## src/inc/parsq_pkg.sv

```systemverilog
package parsq_pkg;
    localparam int CLK_NS = 8;

    function automatic int ns2cyc(input int ns);
        return (ns + CLK_NS - 1) / CLK_NS;
    endfunction

    localparam int T_LD_NS     = 100;
    localparam int T_YSYNC_NS  = 50;
    localparam int T_YCLK_NS   = 100;
    localparam int T_BSET_NS   = 25;
    localparam int T_PRE_NS    = 400;
    localparam int T_SDS_NS    = 2000;
    localparam int T_SNDR_NS   = 2400;
    localparam int T_RST_NS    = 400;
    localparam int T_BHOLD_NS  = 100;
    localparam int T_CALDLY_NS = 25;
    localparam int T_CAL_NS    = 200;
    localparam int T_CALOFF_NS = 50;
    localparam int T_XHALF_NS  = 50;

    localparam int C_LD     = ns2cyc(T_LD_NS);
    localparam int C_YSYNC  = ns2cyc(T_YSYNC_NS);
    localparam int C_YCLK   = ns2cyc(T_YCLK_NS);
    localparam int C_BSET   = ns2cyc(T_BSET_NS);
    localparam int C_PRE    = ns2cyc(T_PRE_NS);
    localparam int C_SDS    = ns2cyc(T_SDS_NS);
    localparam int C_SNDR   = ns2cyc(T_SNDR_NS);
    localparam int C_RST    = ns2cyc(T_RST_NS);
    localparam int C_BHOLD  = ns2cyc(T_BHOLD_NS);
    localparam int C_CALDLY = ns2cyc(T_CALDLY_NS);
    localparam int C_CAL    = ns2cyc(T_CAL_NS);
    localparam int C_CALOFF = ns2cyc(T_CALOFF_NS);
    localparam int C_XHALF  = ns2cyc(T_XHALF_NS);

    localparam int PIX_LAT    = 6;
    localparam int CLEAR_ROWS = 1023;
    localparam int PIX_W      = 12;
    localparam int FIFO_DEPTH = 4;

    localparam logic [2:0] BS_SETUP = 3'h0;
    localparam logic [2:0] BS_PRE   = 3'h1;
    localparam logic [2:0] BS_SIG   = 3'h2;
    localparam logic [2:0] BS_RST   = 3'h3;
    localparam logic [2:0] BS_REF   = 3'h4;
    localparam logic [2:0] BS_HOLD  = 3'h5;
    localparam logic [2:0] BS_DONE  = 3'h6;

    typedef struct packed {
        logic [9:0] start_row;
        logic [9:0] start_col;
        logic [9:0] end_row;
        logic [9:0] end_col;
    } parsq_win_t;

    typedef struct packed {
        logic [9:0] addr;
        logic       ld_y;
        logic       ld_x;
        logic       clk_yrd;
        logic       sync_yrd;
        logic       clk_reset_line_pointer;
        logic       sync_reset_line_pointer;
        logic       pointer_select;
        logic       blank;
        logic       column_a;
        logic       samp_s;
        logic       samp_r;
        logic       row_reset;
        logic       cal;
        logic       clk_x;
        logic       sync_x;
    } parsq_pins_t;

    typedef enum logic [6:0] {
        ST_IDLE  = 7'h01,
        ST_LOAD  = 7'h02,
        ST_YSEL  = 7'h04,
        ST_BLANK = 7'h08,
        ST_CAL   = 7'h10,
        ST_PIX   = 7'h20,
        ST_WAIT  = 7'h40
    } parsq_state_t;

    typedef enum logic [5:0] {
        PH_EXPOSE  = 6'h01,
        PH_READ    = 6'h02,
        PH_CLEAR   = 6'h04,
        PH_BLACK   = 6'h08,
        PH_EXPWAIT = 6'h10,
        PH_SIGNAL  = 6'h20
    } parsq_phase_t;
endpackage

```

## src/hw/parsq_ctrl.sv

```systemverilog
// Function
// - load start row/col, then init both pointers
// - destructive exposure counted in whole lines
// - destructive expose: reset rows, one line each
// - destructive read: select, amplify, read, advance
// - reset pointer advances with every read line
// - second reset pulse may be omitted
// - without it, blanking held 100 ns after
// - calibration 25 ns after blanking, frame/line
// - calibrate gain amplifier at every frame start
// - nondestructive: clear rows 1..1023 first
// - then read window black levels
// - after wait, read window signal levels
// - nondestructive wait is any cycle count
// - one vertical pointer may serve all phases
// - pointer select 100 ns around substituted reset
// - nondestructive calibration 25 ns after blanking
// - pixel clock runs at twice pixel rate
// - pixel clock period >=100 ns, 50% duty
// - shifting starts 50 ns after calibration ends
// - resync pixel pointer after every blanking; clear-pass lines do not shift or resync
// - line: select, blanking, then pixel readout; clear-pass lines end after blanking
`timescale 1ns/1ps
module parsq_fifo #(
    parameter int W = 12,
    parameter int D = 4
) (
    input  wire logic         clk,
    input  wire logic         sys_rst,
    input  wire logic         clk_en,
    input  wire logic         in_valid,
    output logic              in_ready,
    input  wire logic [W-1:0] in_data,
    output logic              out_valid,
    input  wire logic         out_ready,
    output logic [W-1:0]      out_data
);
    localparam int AW = $clog2(D);
    logic [W-1:0]      mem [D];
    logic [AW-1:0]     wp, rp, next_wp, next_rp;
    logic [AW:0]       cnt, next_cnt;
    logic              wr, rd;

    assign in_ready  = cnt < (AW+1)'(D);
    assign out_valid = cnt != '0;
    assign out_data  = mem[rp];

    always_comb begin
        wr       = in_valid && in_ready;
        rd       = out_valid && out_ready;
        next_wp  = wr ? ((wp == AW'(D-1)) ? '0 : AW'(wp + 1'b1)) : wp;
        next_rp  = rd ? ((rp == AW'(D-1)) ? '0 : AW'(rp + 1'b1)) : rp;
        next_cnt = (AW+1)'(cnt + {{AW{1'b0}}, wr} - {{AW{1'b0}}, rd});
    end

    always_ff @(posedge clk or posedge sys_rst) begin
        if (sys_rst) begin
            wp  <= '0;
            rp  <= '0;
            cnt <= '0;
        end else if (clk_en) begin
            wp  <= next_wp;
            rp  <= next_rp;
            cnt <= next_cnt;
        end
    end

    // storage needs no reset; empty flag guards stale words
    always_ff @(posedge clk) begin
        if (clk_en && wr) begin
            mem[wp] <= in_data;
        end
    end
endmodule // parsq_fifo

module parsq_ctrl
    import parsq_pkg::*;
(
    input  wire logic             clk,
    input  wire logic             sys_rst,
    input  wire logic             clk_en,
    input  wire logic             start,
    input  wire logic             destructive_mode,
    input  wire parsq_win_t       win,
    input  wire logic [9:0]       exposure_lines,
    input  wire logic [31:0]      exposure_wait,
    input  wire logic             cal_each_line,
    input  wire logic [PIX_W-1:0] pix_pin,
    input  wire logic             out_ready,
    output logic                  out_valid,
    output logic [PIX_W-1:0]      out_data,
    output logic                  busy,
    output logic                  frame_done,
    output parsq_pins_t           pins
);
    parsq_state_t     st, next_st;
    parsq_phase_t     ph, next_ph;
    parsq_pins_t      next_pins;
    logic [2:0]       step, next_step, bn;
    logic [15:0]      tmr, next_tmr;
    logic [10:0]      row_cnt, next_row, rows, ncols;
    logic [11:0]      xe, next_xe, xtotal, xd;
    logic [31:0]      exp_cnt, next_exp;
    logic             first, next_first, cal_pend, next_cal, next_done;
    logic             push, lend, cap, cal_now, fifo_ready;
    logic [PIX_W-1:0] pix_s1, pix_s2;

    function automatic logic [15:0] ld(input int c);
        return 16'(c - 1);
    endfunction

    function automatic logic readline(input parsq_phase_t p);
        return p inside {PH_READ, PH_BLACK, PH_SIGNAL};
    endfunction

    function automatic logic step_on(input parsq_phase_t p, input logic [2:0] s);
        return (s == BS_SETUP) || (s == BS_HOLD)
            || (s == BS_PRE && readline(p))
            || (s == BS_SIG && p inside {PH_READ, PH_SIGNAL})
            || (s == BS_RST && p inside {PH_EXPOSE, PH_READ, PH_CLEAR})
            || (s == BS_REF && p inside {PH_READ, PH_BLACK});
    endfunction

    // the destructive read has no second reset after the reference sample
    function automatic logic [2:0] blank_next(input parsq_phase_t p, input logic [2:0] s);
        logic [2:0] n;
        n = 3'(s + 3'h1);
        for (int i = 0; i < 5; i++) begin
            if (n < BS_DONE && !step_on(p, n)) begin
                n = 3'(n + 3'h1);
            end
        end
        return n;
    endfunction

    function automatic logic [15:0] blank_len(input parsq_phase_t p, input logic [2:0] s);
        unique case (s)
            BS_SETUP:       return ld(C_BSET);
            BS_PRE:         return ld(C_PRE);
            BS_SIG, BS_REF: return (p == PH_READ) ? ld(C_SDS) : ld(C_SNDR);
            BS_RST:         return ld(C_RST);
            default:        return ld(C_BHOLD);
        endcase
    endfunction

    assign busy   = st != ST_IDLE;
    assign ncols  = 11'({1'b0, win.end_col} - {1'b0, win.start_col} + 11'h001);
    assign xtotal = 12'({ncols, 1'b0} + 12'(PIX_LAT));
    assign xd     = 12'(xe - 12'(PIX_LAT));
    // a pixel leaves every second shift, the first one after the pipeline delay
    assign cap     = xe >= 12'(PIX_LAT) && !xd[0];
    assign cal_now = cal_each_line || cal_pend;

    always_comb begin
        unique case (ph)
            PH_EXPOSE: rows = (exposure_lines == '0) ? 11'h001 : {1'b0, exposure_lines};
            PH_CLEAR:  rows = 11'(CLEAR_ROWS);
            default:   rows = 11'({1'b0, win.end_row} - {1'b0, win.start_row} + 11'h001);
        endcase
    end

    always_comb begin
        next_st    = st;
        next_ph    = ph;
        next_step  = step;
        next_tmr   = (tmr != '0) ? 16'(tmr - 16'h0001) : tmr;
        next_row   = row_cnt;
        next_xe    = xe;
        next_first = first;
        next_cal   = cal_pend;
        next_exp   = exp_cnt;
        next_done  = 1'b0;
        push       = 1'b0;
        lend       = 1'b0;
        bn         = blank_next(ph, step);
        next_pins  = '0;
        next_pins.addr  = pins.addr;
        next_pins.clk_x = pins.clk_x;
        unique case (st)
            ST_IDLE: begin
                if (start) begin
                    next_st    = ST_LOAD;
                    next_step  = 3'h0;
                    next_tmr   = ld(C_LD);
                    next_ph    = destructive_mode ? PH_EXPOSE : PH_CLEAR;
                    next_cal   = 1'b1;
                    next_first = 1'b1;
                    next_row   = '0;
                end
            end
            ST_LOAD: begin
                if (tmr == '0) begin
                    next_step = 3'(step + 3'h1);
                    next_tmr  = ld(C_LD);
                    if (step == 3'h5) begin
                        next_st   = ST_YSEL;
                        next_step = 3'h0;
                        next_tmr  = ld(C_YSYNC);
                    end
                end
            end
            ST_YSEL: begin
                if (tmr == '0) begin
                    next_step = 3'(step + 3'h1);
                    next_tmr  = ld(C_YCLK);
                    if (step == 3'h2) begin
                        next_st   = ST_BLANK;
                        next_step = BS_SETUP;
                        next_tmr  = ld(C_BSET);
                    end
                end
            end
            ST_BLANK: begin
                if (tmr == '0) begin
                    if (bn != BS_DONE) begin
                        next_step = bn;
                        next_tmr  = blank_len(ph, bn);
                    end else if (ph == PH_CLEAR) begin
                        lend = 1'b1;
                    end else if (ph == PH_EXPOSE) begin
                        next_st  = ST_PIX;
                        next_xe  = '0;
                        next_tmr = ld(C_XHALF);
                    end else begin
                        next_st   = ST_CAL;
                        next_step = cal_now ? 3'h0 : 3'h2;
                        next_tmr  = cal_now ? ld(C_CALDLY) : ld(C_CALOFF);
                    end
                end
            end
            ST_CAL: begin
                if (tmr == '0) begin
                    next_step = 3'(step + 3'h1);
                    next_tmr  = (step == 3'h0) ? ld(C_CAL) : ld(C_CALOFF);
                    if (step == 3'h0) begin
                        next_cal = 1'b0;
                    end
                    if (step == 3'h2) begin
                        next_st  = ST_PIX;
                        next_xe  = '0;
                        next_tmr = ld(C_XHALF);
                    end
                end
            end
            ST_PIX: begin
                if (tmr == '0) begin
                    if (pins.clk_x) begin
                        next_pins.clk_x = 1'b0;
                        next_tmr        = ld(C_XHALF);
                    end else if (xe == xtotal) begin
                        lend = 1'b1;
                    end else if (!(cap && readline(ph) && !fifo_ready)) begin
                        // a full buffer parks the clock low, the pixel output then holds
                        next_pins.clk_x = 1'b1;
                        next_tmr        = ld(C_XHALF);
                        push            = cap && readline(ph);
                        next_xe         = 12'(xe + 12'h001);
                    end
                end
            end
            ST_WAIT: begin
                next_exp = 32'(exp_cnt + 32'h1);
                if (exp_cnt == exposure_wait) begin
                    next_st    = ST_YSEL;
                    next_ph    = PH_SIGNAL;
                    next_step  = 3'h0;
                    next_tmr   = ld(C_YSYNC);
                    next_first = 1'b1;
                    next_row   = '0;
                    next_cal   = 1'b1;
                end
            end
            default: begin
                next_st = ST_IDLE;
            end
        endcase

        if (lend) begin
            next_row   = 11'(row_cnt + 11'h001);
            next_first = 1'b0;
            next_st    = ST_YSEL;
            next_step  = 3'h0;
            next_tmr   = ld(C_YSYNC);
            if (11'(row_cnt + 11'h001) == rows) begin
                next_row   = '0;
                next_first = 1'b1;
                unique case (ph)
                    PH_EXPOSE: next_ph = PH_READ;
                    PH_CLEAR:  next_ph = PH_BLACK;
                    PH_BLACK: begin
                        next_ph  = PH_EXPWAIT;
                        next_st  = ST_WAIT;
                        next_exp = '0;
                    end
                    default: begin
                        next_st   = ST_IDLE;
                        next_done = 1'b1;
                    end
                endcase
            end
        end

        if (next_st != ST_PIX) begin
            next_pins.clk_x = 1'b0;
        end
        unique case (next_st)
            ST_LOAD: begin
                next_pins.addr = (next_step < 3'h3) ? win.start_row : win.start_col;
                next_pins.ld_y = next_step == 3'h1;
                next_pins.ld_x = next_step == 3'h4;
            end
            ST_YSEL: begin
                // first line of a pass loads the start row, later lines shift by one
                next_pins.sync_yrd  = next_first && next_step < 3'h2
                                      && (readline(next_ph) || next_ph == PH_EXPOSE);
                next_pins.sync_reset_line_pointer = next_first && next_step < 3'h2
                                      && next_ph inside {PH_EXPOSE, PH_CLEAR};
                next_pins.clk_yrd   = next_step == 3'h1
                                      && (readline(next_ph) || (next_first && next_ph == PH_EXPOSE));
                next_pins.clk_reset_line_pointer  = next_step == 3'h1
                                      && next_ph inside {PH_EXPOSE, PH_READ, PH_CLEAR};
                // the clear pass uses the reset pointer only; the select wraps the reset
                next_pins.pointer_select = next_ph == PH_CLEAR;
            end
            ST_BLANK: begin
                next_pins.blank          = 1'b1;
                next_pins.column_a       = next_step == BS_PRE;
                next_pins.samp_s         = next_step == BS_SIG;
                next_pins.samp_r         = next_step == BS_REF;
                next_pins.row_reset      = next_step == BS_RST;
                next_pins.pointer_select = next_ph == PH_CLEAR;
            end
            ST_CAL: begin
                next_pins.cal = next_step == 3'h1;
            end
            ST_PIX: begin
                next_pins.sync_x = next_xe == '0;
            end
            default: begin
            end
        endcase
    end

    always_ff @(posedge clk or posedge sys_rst) begin
        if (sys_rst) begin
            st         <= ST_IDLE;
            ph         <= PH_EXPOSE;
            step       <= 3'h0;
            tmr        <= 16'h0000;
            row_cnt    <= 11'h000;
            xe         <= 12'h000;
            exp_cnt    <= 32'h0;
            first      <= 1'b0;
            cal_pend   <= 1'b0;
            frame_done <= 1'b0;
            pins       <= '0;
            pix_s1     <= '0;
            pix_s2     <= '0;
        end else if (clk_en) begin
            st         <= next_st;
            ph         <= next_ph;
            step       <= next_step;
            tmr        <= next_tmr;
            row_cnt    <= next_row;
            xe         <= next_xe;
            exp_cnt    <= next_exp;
            first      <= next_first;
            cal_pend   <= next_cal;
            frame_done <= next_done;
            pins       <= next_pins;
            pix_s1     <= pix_pin;
            pix_s2     <= pix_s1;
        end
    end

    parsq_fifo #(
        .W (PIX_W),
        .D (FIFO_DEPTH)
    ) u_fifo (
        .clk       (clk),
        .sys_rst   (sys_rst),
        .clk_en    (clk_en),
        .in_valid  (push),
        .in_ready  (fifo_ready),
        .in_data   (pix_s2),
        .out_valid (out_valid),
        .out_ready (out_ready),
        .out_data  (out_data)
    );

    logic act;
    assign act = pins.column_a || pins.samp_s || pins.samp_r || pins.row_reset;
endmodule // parsq_ctrl

```

## config.mk

```make
export PLATFORM = sky130hd
export DESIGN_NAME = parsq_ctrl
export DESIGN_NICKNAME = d
export VERILOG_FILES = /design/src/inc/parsq_pkg.sv /design/src/hw/parsq_ctrl.sv
export SDC_FILE = /design/constraint.sdc
export NUM_CORES = 1
export LEC_CHECK = 0
export ABC_AREA = 1
export BUFFER_PORTS_ARGS = -buffer_cell sky130_fd_sc_hd__buf_2
export CAP_MARGIN = 20
export CORE_ASPECT_RATIO = 1.75
export CORE_MARGIN = 3
export CORE_UTILIZATION = 65
export DETAILED_ROUTE_END_ITERATION = 16
export PLACE_DENSITY = 0.85
export SETUP_SLACK_MARGIN = 0.02
export SLEW_MARGIN = 15
export SYNTH_ARGS = -nofsm -noshare
export SYNTH_HDL_FRONTEND = slang
export SYNTH_SLANG_ARGS = --single-unit
export TNS_END_PERCENT = 50
```

## constraint.sdc

```tcl
create_clock -name clk -period 20.4 [get_ports clk]
set_input_delay 4.08 -clock clk [delete_from_list [all_inputs] [get_ports clk]]
set_output_delay 4.08 -clock clk [all_outputs]
set_load 0.02 [all_outputs]
```

==> results of run 1 <==
## cell type report
class,count,share of cell area
diodes,1,0.000164
clock buffers,19,0.0297
clock inverters,13,0.00976
inverters,280,0.0692
multi-input cells,1322,0.485
flip-flops and latches,194,0.334
well taps,248,0.0203
repair buffers,151,0.0516
## cell families (layout without fill, tap and decap cells)
| logic type | Yosys count | after routing | share of synthesized area |
|---|---|---|---|
| AND/OR/NAND/NOR | 845 | 845 | 0.277 |
| buffers and inverters | 318 | 463 | 0.0883 |
| AO/OA/AOI/OAI | 313 | 313 | 0.132 |
| flip-flops | 194 | 194 | 0.372 |
| adder cells (fa/ha/maj) | 83 | 83 | 0.0774 |
| XOR/XNOR | 80 | 80 | 0.0522 |
| multiplexers | 1 | 1 | 0.000730 |
| other | 0 | 1 | 0 |
## state kept, by name, summed over array words and instances (netlist names)
name        count
cal_pend        1
exp_cnt        32
first           1
frame_done      1
ph              6
pins           25
pix_s1         12
pix_s2         12
row_cnt        11
st              7
step            3
tmr            16
u_fifo.cnt      3
u_fifo.mem     48
u_fifo.rp       2
u_fifo.wp       2
xe             12
## per-stage QoR
| stage | utilization | hold WS [ns] | cell area (um^2) | std cells | setup WS [ns] |
|---|---|---|---|---|---|
| 6_report | 0.743 | 0.479 | 15300 | 2228 | 11.49 |
| 5_1_grt | 0.743 | 0.502 | 15300 | 2228 | 11.08 |
| 4_1_cts | 0.741 | 0.481 | 15200 | 2224 | 11.44 |
| 3_5_place_dp | 0.712 | 0.462 | 14600 | 2192 | 11.08 |
| 3_3_place_gp | 0.712 | 0.456 | 14600 | 2192 | 11.20 |
| 2_1_floorplan | - | 0.442 | 13700 | 1834 | 12.16 |
## placed cells by master, fill, tap and decap left out, drive strengths merged, types with 10 or more instances in the layout
| cell | instances |
|---|---|
| nand2 | 435 |
| o22ai | 20 |
| nand3 | 119 |
| xnor2 | 35 |
| nor2 | 181 |
| clkbuf | 19 |
| nor3 | 25 |
| o211ai | 10 |
| buf | 151 |
| xor2 | 45 |
| nand4 | 36 |
| o31ai | 12 |
| or2 | 17 |
| a21oi | 57 |
| nor4 | 22 |
| o21ai | 173 |
| dfrtp | 144 |
| edfxtp | 48 |
| inv | 282 |
| ha | 80 |
## synthesized netlist by cell type (all sizes together), types with 2 or more instances
| cell type | n | area share |
|---|---|---|
| inv | 277 | 0.076 |
| ha | 80 | 0.073 |
| a22o | 2 | 0.0013 |
| o221ai | 6 | 0.0038 |
| a31oi | 7 | 0.0032 |
| a21o | 3 | 0.0016 |
| fa | 3 | 0.0044 |
| edfxtp | 48 | 0.11 |
| nand2 | 435 | 0.13 |
| clkbuf | 31 | 0.0085 |
| o2111ai | 3 | 0.0019 |
| a21oi | 57 | 0.021 |
| o22ai | 20 | 0.0091 |
| dfrtp | 144 | 0.26 |
| or2 | 17 | 0.0078 |
| nand3 | 119 | 0.048 |
| nand3b | 5 | 0.0030 |
| o32ai | 2 | 0.0013 |
| o21bai | 7 | 0.0038 |
| nor3 | 25 | 0.0091 |
| o21ai | 173 | 0.066 |
| nor3b | 2 | 0.0011 |
| a211oi | 4 | 0.0022 |
| clkinv | 3 | 0.00082 |
| nand4 | 36 | 0.018 |
| a2111oi | 2 | 0.0013 |
| o211ai | 10 | 0.0055 |
| xnor2 | 35 | 0.022 |
| buf | 7 | 0.0031 |
| o31ai | 12 | 0.0069 |
| nor2 | 181 | 0.052 |
| dfstp | 2 | 0.0038 |
| nor4 | 22 | 0.010 |
| xor2 | 45 | 0.030 |
## worst reg2reg max path: cells and delay by family (launching register included)
| kind | cells | cell delay (ns) |
|---|---|---|
| AND/OR/NAND/NOR | 22 | 3.43 |
| AO/OA/AOI/OAI | 8 | 1.42 |
| buffers and inverters | 9 | 1.12 |
| adder cells (fa/ha/maj) | 5 | 1.07 |
| XOR/XNOR | 3 | 0.83 |
| flip-flops | 1 | 0.56 |
## path summary, 6_finish.rpt
check                                       from  slack, ns                          to
hold / removal             pix_s1[9]$_DFFE_PP0P_       0.48       pix_s1[9]$_DFFE_PP0P_
setup / recovery                          win[1]      11.49  u_fifo.mem[2][7]$_DFFE_PP_
min in group asynchronous                sys_rst       3.74       pix_s1[9]$_DFFE_PP0P_
setup reg to reg               ph[0]$_DFFE_PP1P_      11.85     exp_cnt[15]$_DFFE_PP0P_
max in group asynchronous                sys_rst      15.23      exp_cnt[2]$_DFFE_PP0P_
hold reg to reg            pix_s1[9]$_DFFE_PP0P_       0.48       pix_s1[9]$_DFFE_PP0P_
## metal layers
metal | vias to the layer above | part of all wire | track usage
met5 | - | 0 | 0
met4 | 0 | 0.065 | 0.223
met3 | 168 | 0.054 | 0.0557
met2 | 531 | 0.53 | 0.612
met1 | 6174 | 0.35 | 0.348
li1 | 6299 | - | -
==> results.yml, run 1 <==
sta:
  relSlewSlack: 0.263
  rsz0062_at_grt: "false"
  tns_ns: 0
  worst-slew-pin-transition_ns: 1.10
  maxSlewViolCount: 0
  fin_crit_sh: 0.437
  fmax_ghz: 0.112
  setup_viol: 0
  final_hold_viol_count: 0
  period_needed_ns: 8.91
  skew_ns: 0.0110
run_status:
  status: "finished, final reports clean"
synth:
  synth-main-ff-cell: "dfrtp_1"
  netlist_area_um2: 13700
  syn_inst: 1834
  syn-num-nets: 2018
  postSynth.asyncResetShare: 0.753
  synth_seq_cells: 194
  synth_cell_types: 57
  syn_avg_cell_area_um2: 7.47
  ys_warn_count: 0
  synth_edf_count: 48
  seq_area_frac_synth: 0.372
placement:
  place.gp.congestion: 1.02
  port_buffers: 140
  dp_hpwl_um: 29000
worst_setup_path:
  path_max_fanout: 12
  rr_worst_depth: 47
  path_class: "in2reg"
  cp.arrival_ns: 8.98
  startpoint_type: "input port"
  crit_top_cell: "inv_1"
  cpMaxStageDelayCell: "nor2_1"
  critPathBufInv: 4
  cp_num_cells: 17
  worstPathRequired_ns: 20.47
  cpPeakStageDelay_ns: 0.93
  cp-end-kind: "flop"
  crit_family: "simple AND/OR/NAND/NOR gates"
  crit_chain: "buf_2 -> inv_1 -> ha_1 -> inv_1 -> ha_1 -> fa_1 -> inv_1 -> or2_2 -> nor4_1 -> nand2_1 -> nor4_1 -> xor2_1 -> xor2_1 -> nand4_1 -> nor4b_1 -> nand2_1 -> nor2_1"
detailed_routing:
  initialDrtViolationCount: 833
  first_pass_iters: 5
  final_antenna_net_count: 0
  routedWlPerCell_um: 17.2
  via_per_inst: 5.91
  routed_wirelength_um: 38400
  num_vias: 13200
  post-route-drc-count: 0
floorplan:
  num_io_pins: 141
  initial_core_util: 0.667
  die_w_um: 116
  rows: 69
  die_area_um2: 22900
  dieHeight_um: 198
  core_area_um2: 20500
cts:
  htreeDepth: 4
  cts_hold_buf: 0
  clk_pin_slew_ns: 0.07
  clk_latency_ns: 0.46
  postCtsSetupBuffers: 0
  cts_resized: 0
  cts_buffer_depth: 2
  numCtsBuffers: 17
  cts_num_sinks: 194
  ctsRootBufferMaster: "clkbuf_16"
  cts_tree: "built"
global_routing:
  first_global_vias: 13100
  grt_pass1_wl_um: 61100
  grt_overflow_total: 0
  grt_usage: 0.337
  antenna_found_initial: 1
  grt_max_degree: 77
finish:
  multi_input_area_um2: 7410
  syn_to_final_growth_pct: 11.4
  fin_nets: 2150
  regArea_um2: 5100
  fill_cells: 1621
  layout-drive-gt1-share: 0.140
hold_path:
  hp-class: "reg2reg"
  hold-path-cell-count: 2
job:
  cap_violations: 0
Power of run 1 is not shown: default switching activity piles up to over one toggle a cycle in this logic, so the estimate is an artifact.
==> inputs of run 2 (changes only) <==
--- a/config.mk
+++ b/config.mk
@@ -5,14 +5,14 @@
 export SDC_FILE = /design/constraint.sdc
 export NUM_CORES = 1
 export LEC_CHECK = 0
-export ABC_AREA = 1
+export ABC_AREA = 0
 export BUFFER_PORTS_ARGS = -buffer_cell sky130_fd_sc_hd__buf_2
 export CAP_MARGIN = 20
 export CORE_ASPECT_RATIO = 1.75
 export CORE_MARGIN = 3
-export CORE_UTILIZATION = 65
+export CORE_UTILIZATION = 61
 export DETAILED_ROUTE_END_ITERATION = 16
-export PLACE_DENSITY = 0.85
+export PLACE_DENSITY = 0.8
 export SETUP_SLACK_MARGIN = 0.02
 export SLEW_MARGIN = 15
 export SYNTH_ARGS = -nofsm -noshare
==> constraint.sdc (replaced) <==
create_clock -name clk -period 9.25 [get_ports clk]
set_input_delay 1.85 -clock clk [delete_from_list [all_inputs] [get_ports clk]]
set_output_delay 1.85 -clock clk [all_outputs]
set_load 0.02 [all_outputs]
==> results.yml, run 2 <==
finish:
  largest_reg_flops: 48
  layout_common_cells: "dfrtp_1, buf_2, nor2_1"
  final_common_cell: "dfrtp_1"
  fin_nets: 1830
  reg_top3: "u_fifo.mem (48), exp_cnt (32), pins (25)"
  top_register: "u_fifo.mem"
  syn_to_final_growth_pct: 15.4
  layout-drive-gt1-share: 0.214
synth:
  synthTopCellsByArea: "dfrtp_1, edfxtp_1, ha_1, xnor2_1, nor2_1"
  syn-num-nets: 1674
  postSynth.asyncResetShare: 0.753
  synth_top_cell_area_share: 0.262
  seq_area_frac_synth: 0.370
  syn_inst: 1490
  ys_top_cells_by_count: "dfrtp_1, nor2_1, nand2_1"
  synth_seq_cells: 194
  synth_largest_area_cell: "dfrtp_1"
  synth_cell_types: 101
  syn_avg_cell_area_um2: 9.25
  ys_warn_count: 0
  yosysMostFrequentCell: "dfrtp_1"
  synth-main-ff-cell: "dfrtp_1"
  synth_edf_count: 48
  netlist_area_um2: 13800
global_routing:
  grt_max_degree: 84
  grt_overflow_total: 0
  antenna_found_initial: 2
  grt_pass1_wl_um: 62000
  grt_usage: 0.318
  first_global_vias: 12300
detailed_routing:
  num_vias: 12300
  post-route-drc-count: 0
  final_antenna_net_count: 0
  first_pass_iters: 5
  routedWlPerCell_um: 19.9
  via_per_inst: 6.28
  initialDrtViolationCount: 784
  routed_wirelength_um: 39000
cts:
  htreeDepth: 4
  cts_num_sinks: 194
  cts_tree: "built"
  clk_latency_ns: 0.45
  cts_buffer_depth: 2
  ctsRootBufferMaster: "clkbuf_16"
  numCtsBuffers: 17
  clk_pin_slew_ns: 0.08
sta:
  fmax_ghz: 0.113
  maxSlewViolCount: 0
  period_needed_ns: 8.85
  worst-slew-pin-transition_ns: 0.947
  setup_viol: 0
  fin_crit_sh: 0.957
  rsz0062_at_grt: "true"
  final_hold_viol_count: 0
  skew_ns: 0.0186
  setup_slack_ns: 0.402
  relSlewSlack: 0.368
worst_setup_path:
  crit_top_cell: "ha_1"
  path_class: "reg2reg"
  startpoint_type: "flop"
  cpPeakStageDelay_ns: 0.58
  cp-end-kind: "flop"
  worstPathRequired_ns: 9.64
  path_max_fanout: 12
  cp.arrival_ns: 9.23
  cpMaxStageDelayCell: "dfrtp_1"
floorplan:
  die_w_um: 120
  dieHeight_um: 205
  initial_core_util: 0.622
  core_area_um2: 22200
  die_area_um2: 24500
  rows: 72
  num_io_pins: 141
hold_path:
  hp-class: "reg2reg"
placement:
  dp_hpwl_um: 29200
  place_ws_ns: -0.0415
  place.gp.congestion: 0.983
  port_buffers: 140
job:
  cap_violations: 0
run_status:
  status: "finished, final reports clean"
run 2: changes by cell type in the layout (fill, tap and decap cells not counted), moves of 20 or more:
cell,previous run,this run
nor3_1,25,47
and3_1,1,22
buf_4,10,56
nor2_1,173,138
nand2_1,407,135
mux2i_1,1,21
nand3_1,107,47
inv_1,268,86
xnor2_1,35,84
o21ai_0,158,65
nand2_2,23,1
mux2_2,0,33
run 2: timing repair:
| action | CTS | global route |
|---|---|---|
| setup buffers | 1 | 9 |
| resized for setup | 1 | 46 |
| hold buffers | 0 | 0 |
| hold endpoints to repair | 0 | 0 |
| cloned | 0 | 2 |
| pin swaps | 1 | 17 |
| endpoints found under the setup margin | 17 | 111 |
run 2: critical path: cells and delay by family, from the launching register on:
kind            cells  cell delay, ns
compound gates     17            3.64
buf+inv             6            0.87
fa+ha+maj           5            0.94
xor+xnor            1            0.42
simple gates       11            2.33
flops               1            0.58
run 2: final cells by class:
| cell class | count | area, um^2 |
|---|---|---|
| Timing Repair Buffer | 199 | 1190 |
| Fill cell | 1711 | 6260 |
| Antenna cell | 2 | 5.00 |
| Multi-Input combinational cell | 1142 | 8310 |
| Inverter | 92 | 350 |
| Clock buffer | 20 | 457 |
| Tap cell | 296 | 370 |
| Sequential cell | 194 | 5100 |
| Clock inverter | 12 | 114 |
run 2: kinds of logic after synthesis:
logic type	Yosys count	synth area share
muxes	67	0.0635
AOI/OAI and AO/OA	331	0.166
xor gates and xnor gates	136	0.0918
DFF	194	0.370
adders and majority gates	83	0.0770
and+or+nand+nor	525	0.188
buffers and inverters	154	0.0440
run 2: path summary, 6_finish.rpt:
kind,start,endpoint,slack [ns],cells past startpoint
worst min register to register,pins[24]$_DFFE_PP0P_,pins[24]$_DFFE_PP0P_,0.49,2
min in group asynchronous,sys_rst,pins[6]$_DFFE_PP0P_,1.50,2
max in group asynchronous,sys_rst,pix_s1[2]$_DFFE_PP0P_,6.33,3
worst min-delay path,pins[24]$_DFFE_PP0P_,pins[24]$_DFFE_PP0P_,0.49,2
worst max register to register,ph[1]$_DFFE_PP0P_,pins[10]$_DFFE_PP0P_,0.40,40
worst max-delay path,ph[1]$_DFFE_PP0P_,pins[10]$_DFFE_PP0P_,0.40,40
run 2: through the flow:
step / hold slack, ns / instances / instance area, um^2 / util / setup TNS, ns
after CTS: 0.490 / 1944 / 15600 / 0.702 / 0
after global routing: 0.511 / 1957 / 15900 / 0.718 / -1.06
after global placement: 0.465 / 1911 / 15000 / 0.676 / 0
final: 0.487 / 1957 / 15900 / 0.718 / 0
after floorplan: 0.471 / 1490 / 13800 / - / 0
after detailed placement: 0.473 / 1911 / 15000 / 0.676 / -0.194
run 2: layer usage:
metal  GRT usage  routed length, um
met1       0.325              13400
met2       0.588              21100
met3      0.0489               1660
met4       0.217               2840
met5           0                  0
Power of run 2 is left out for the same reason.
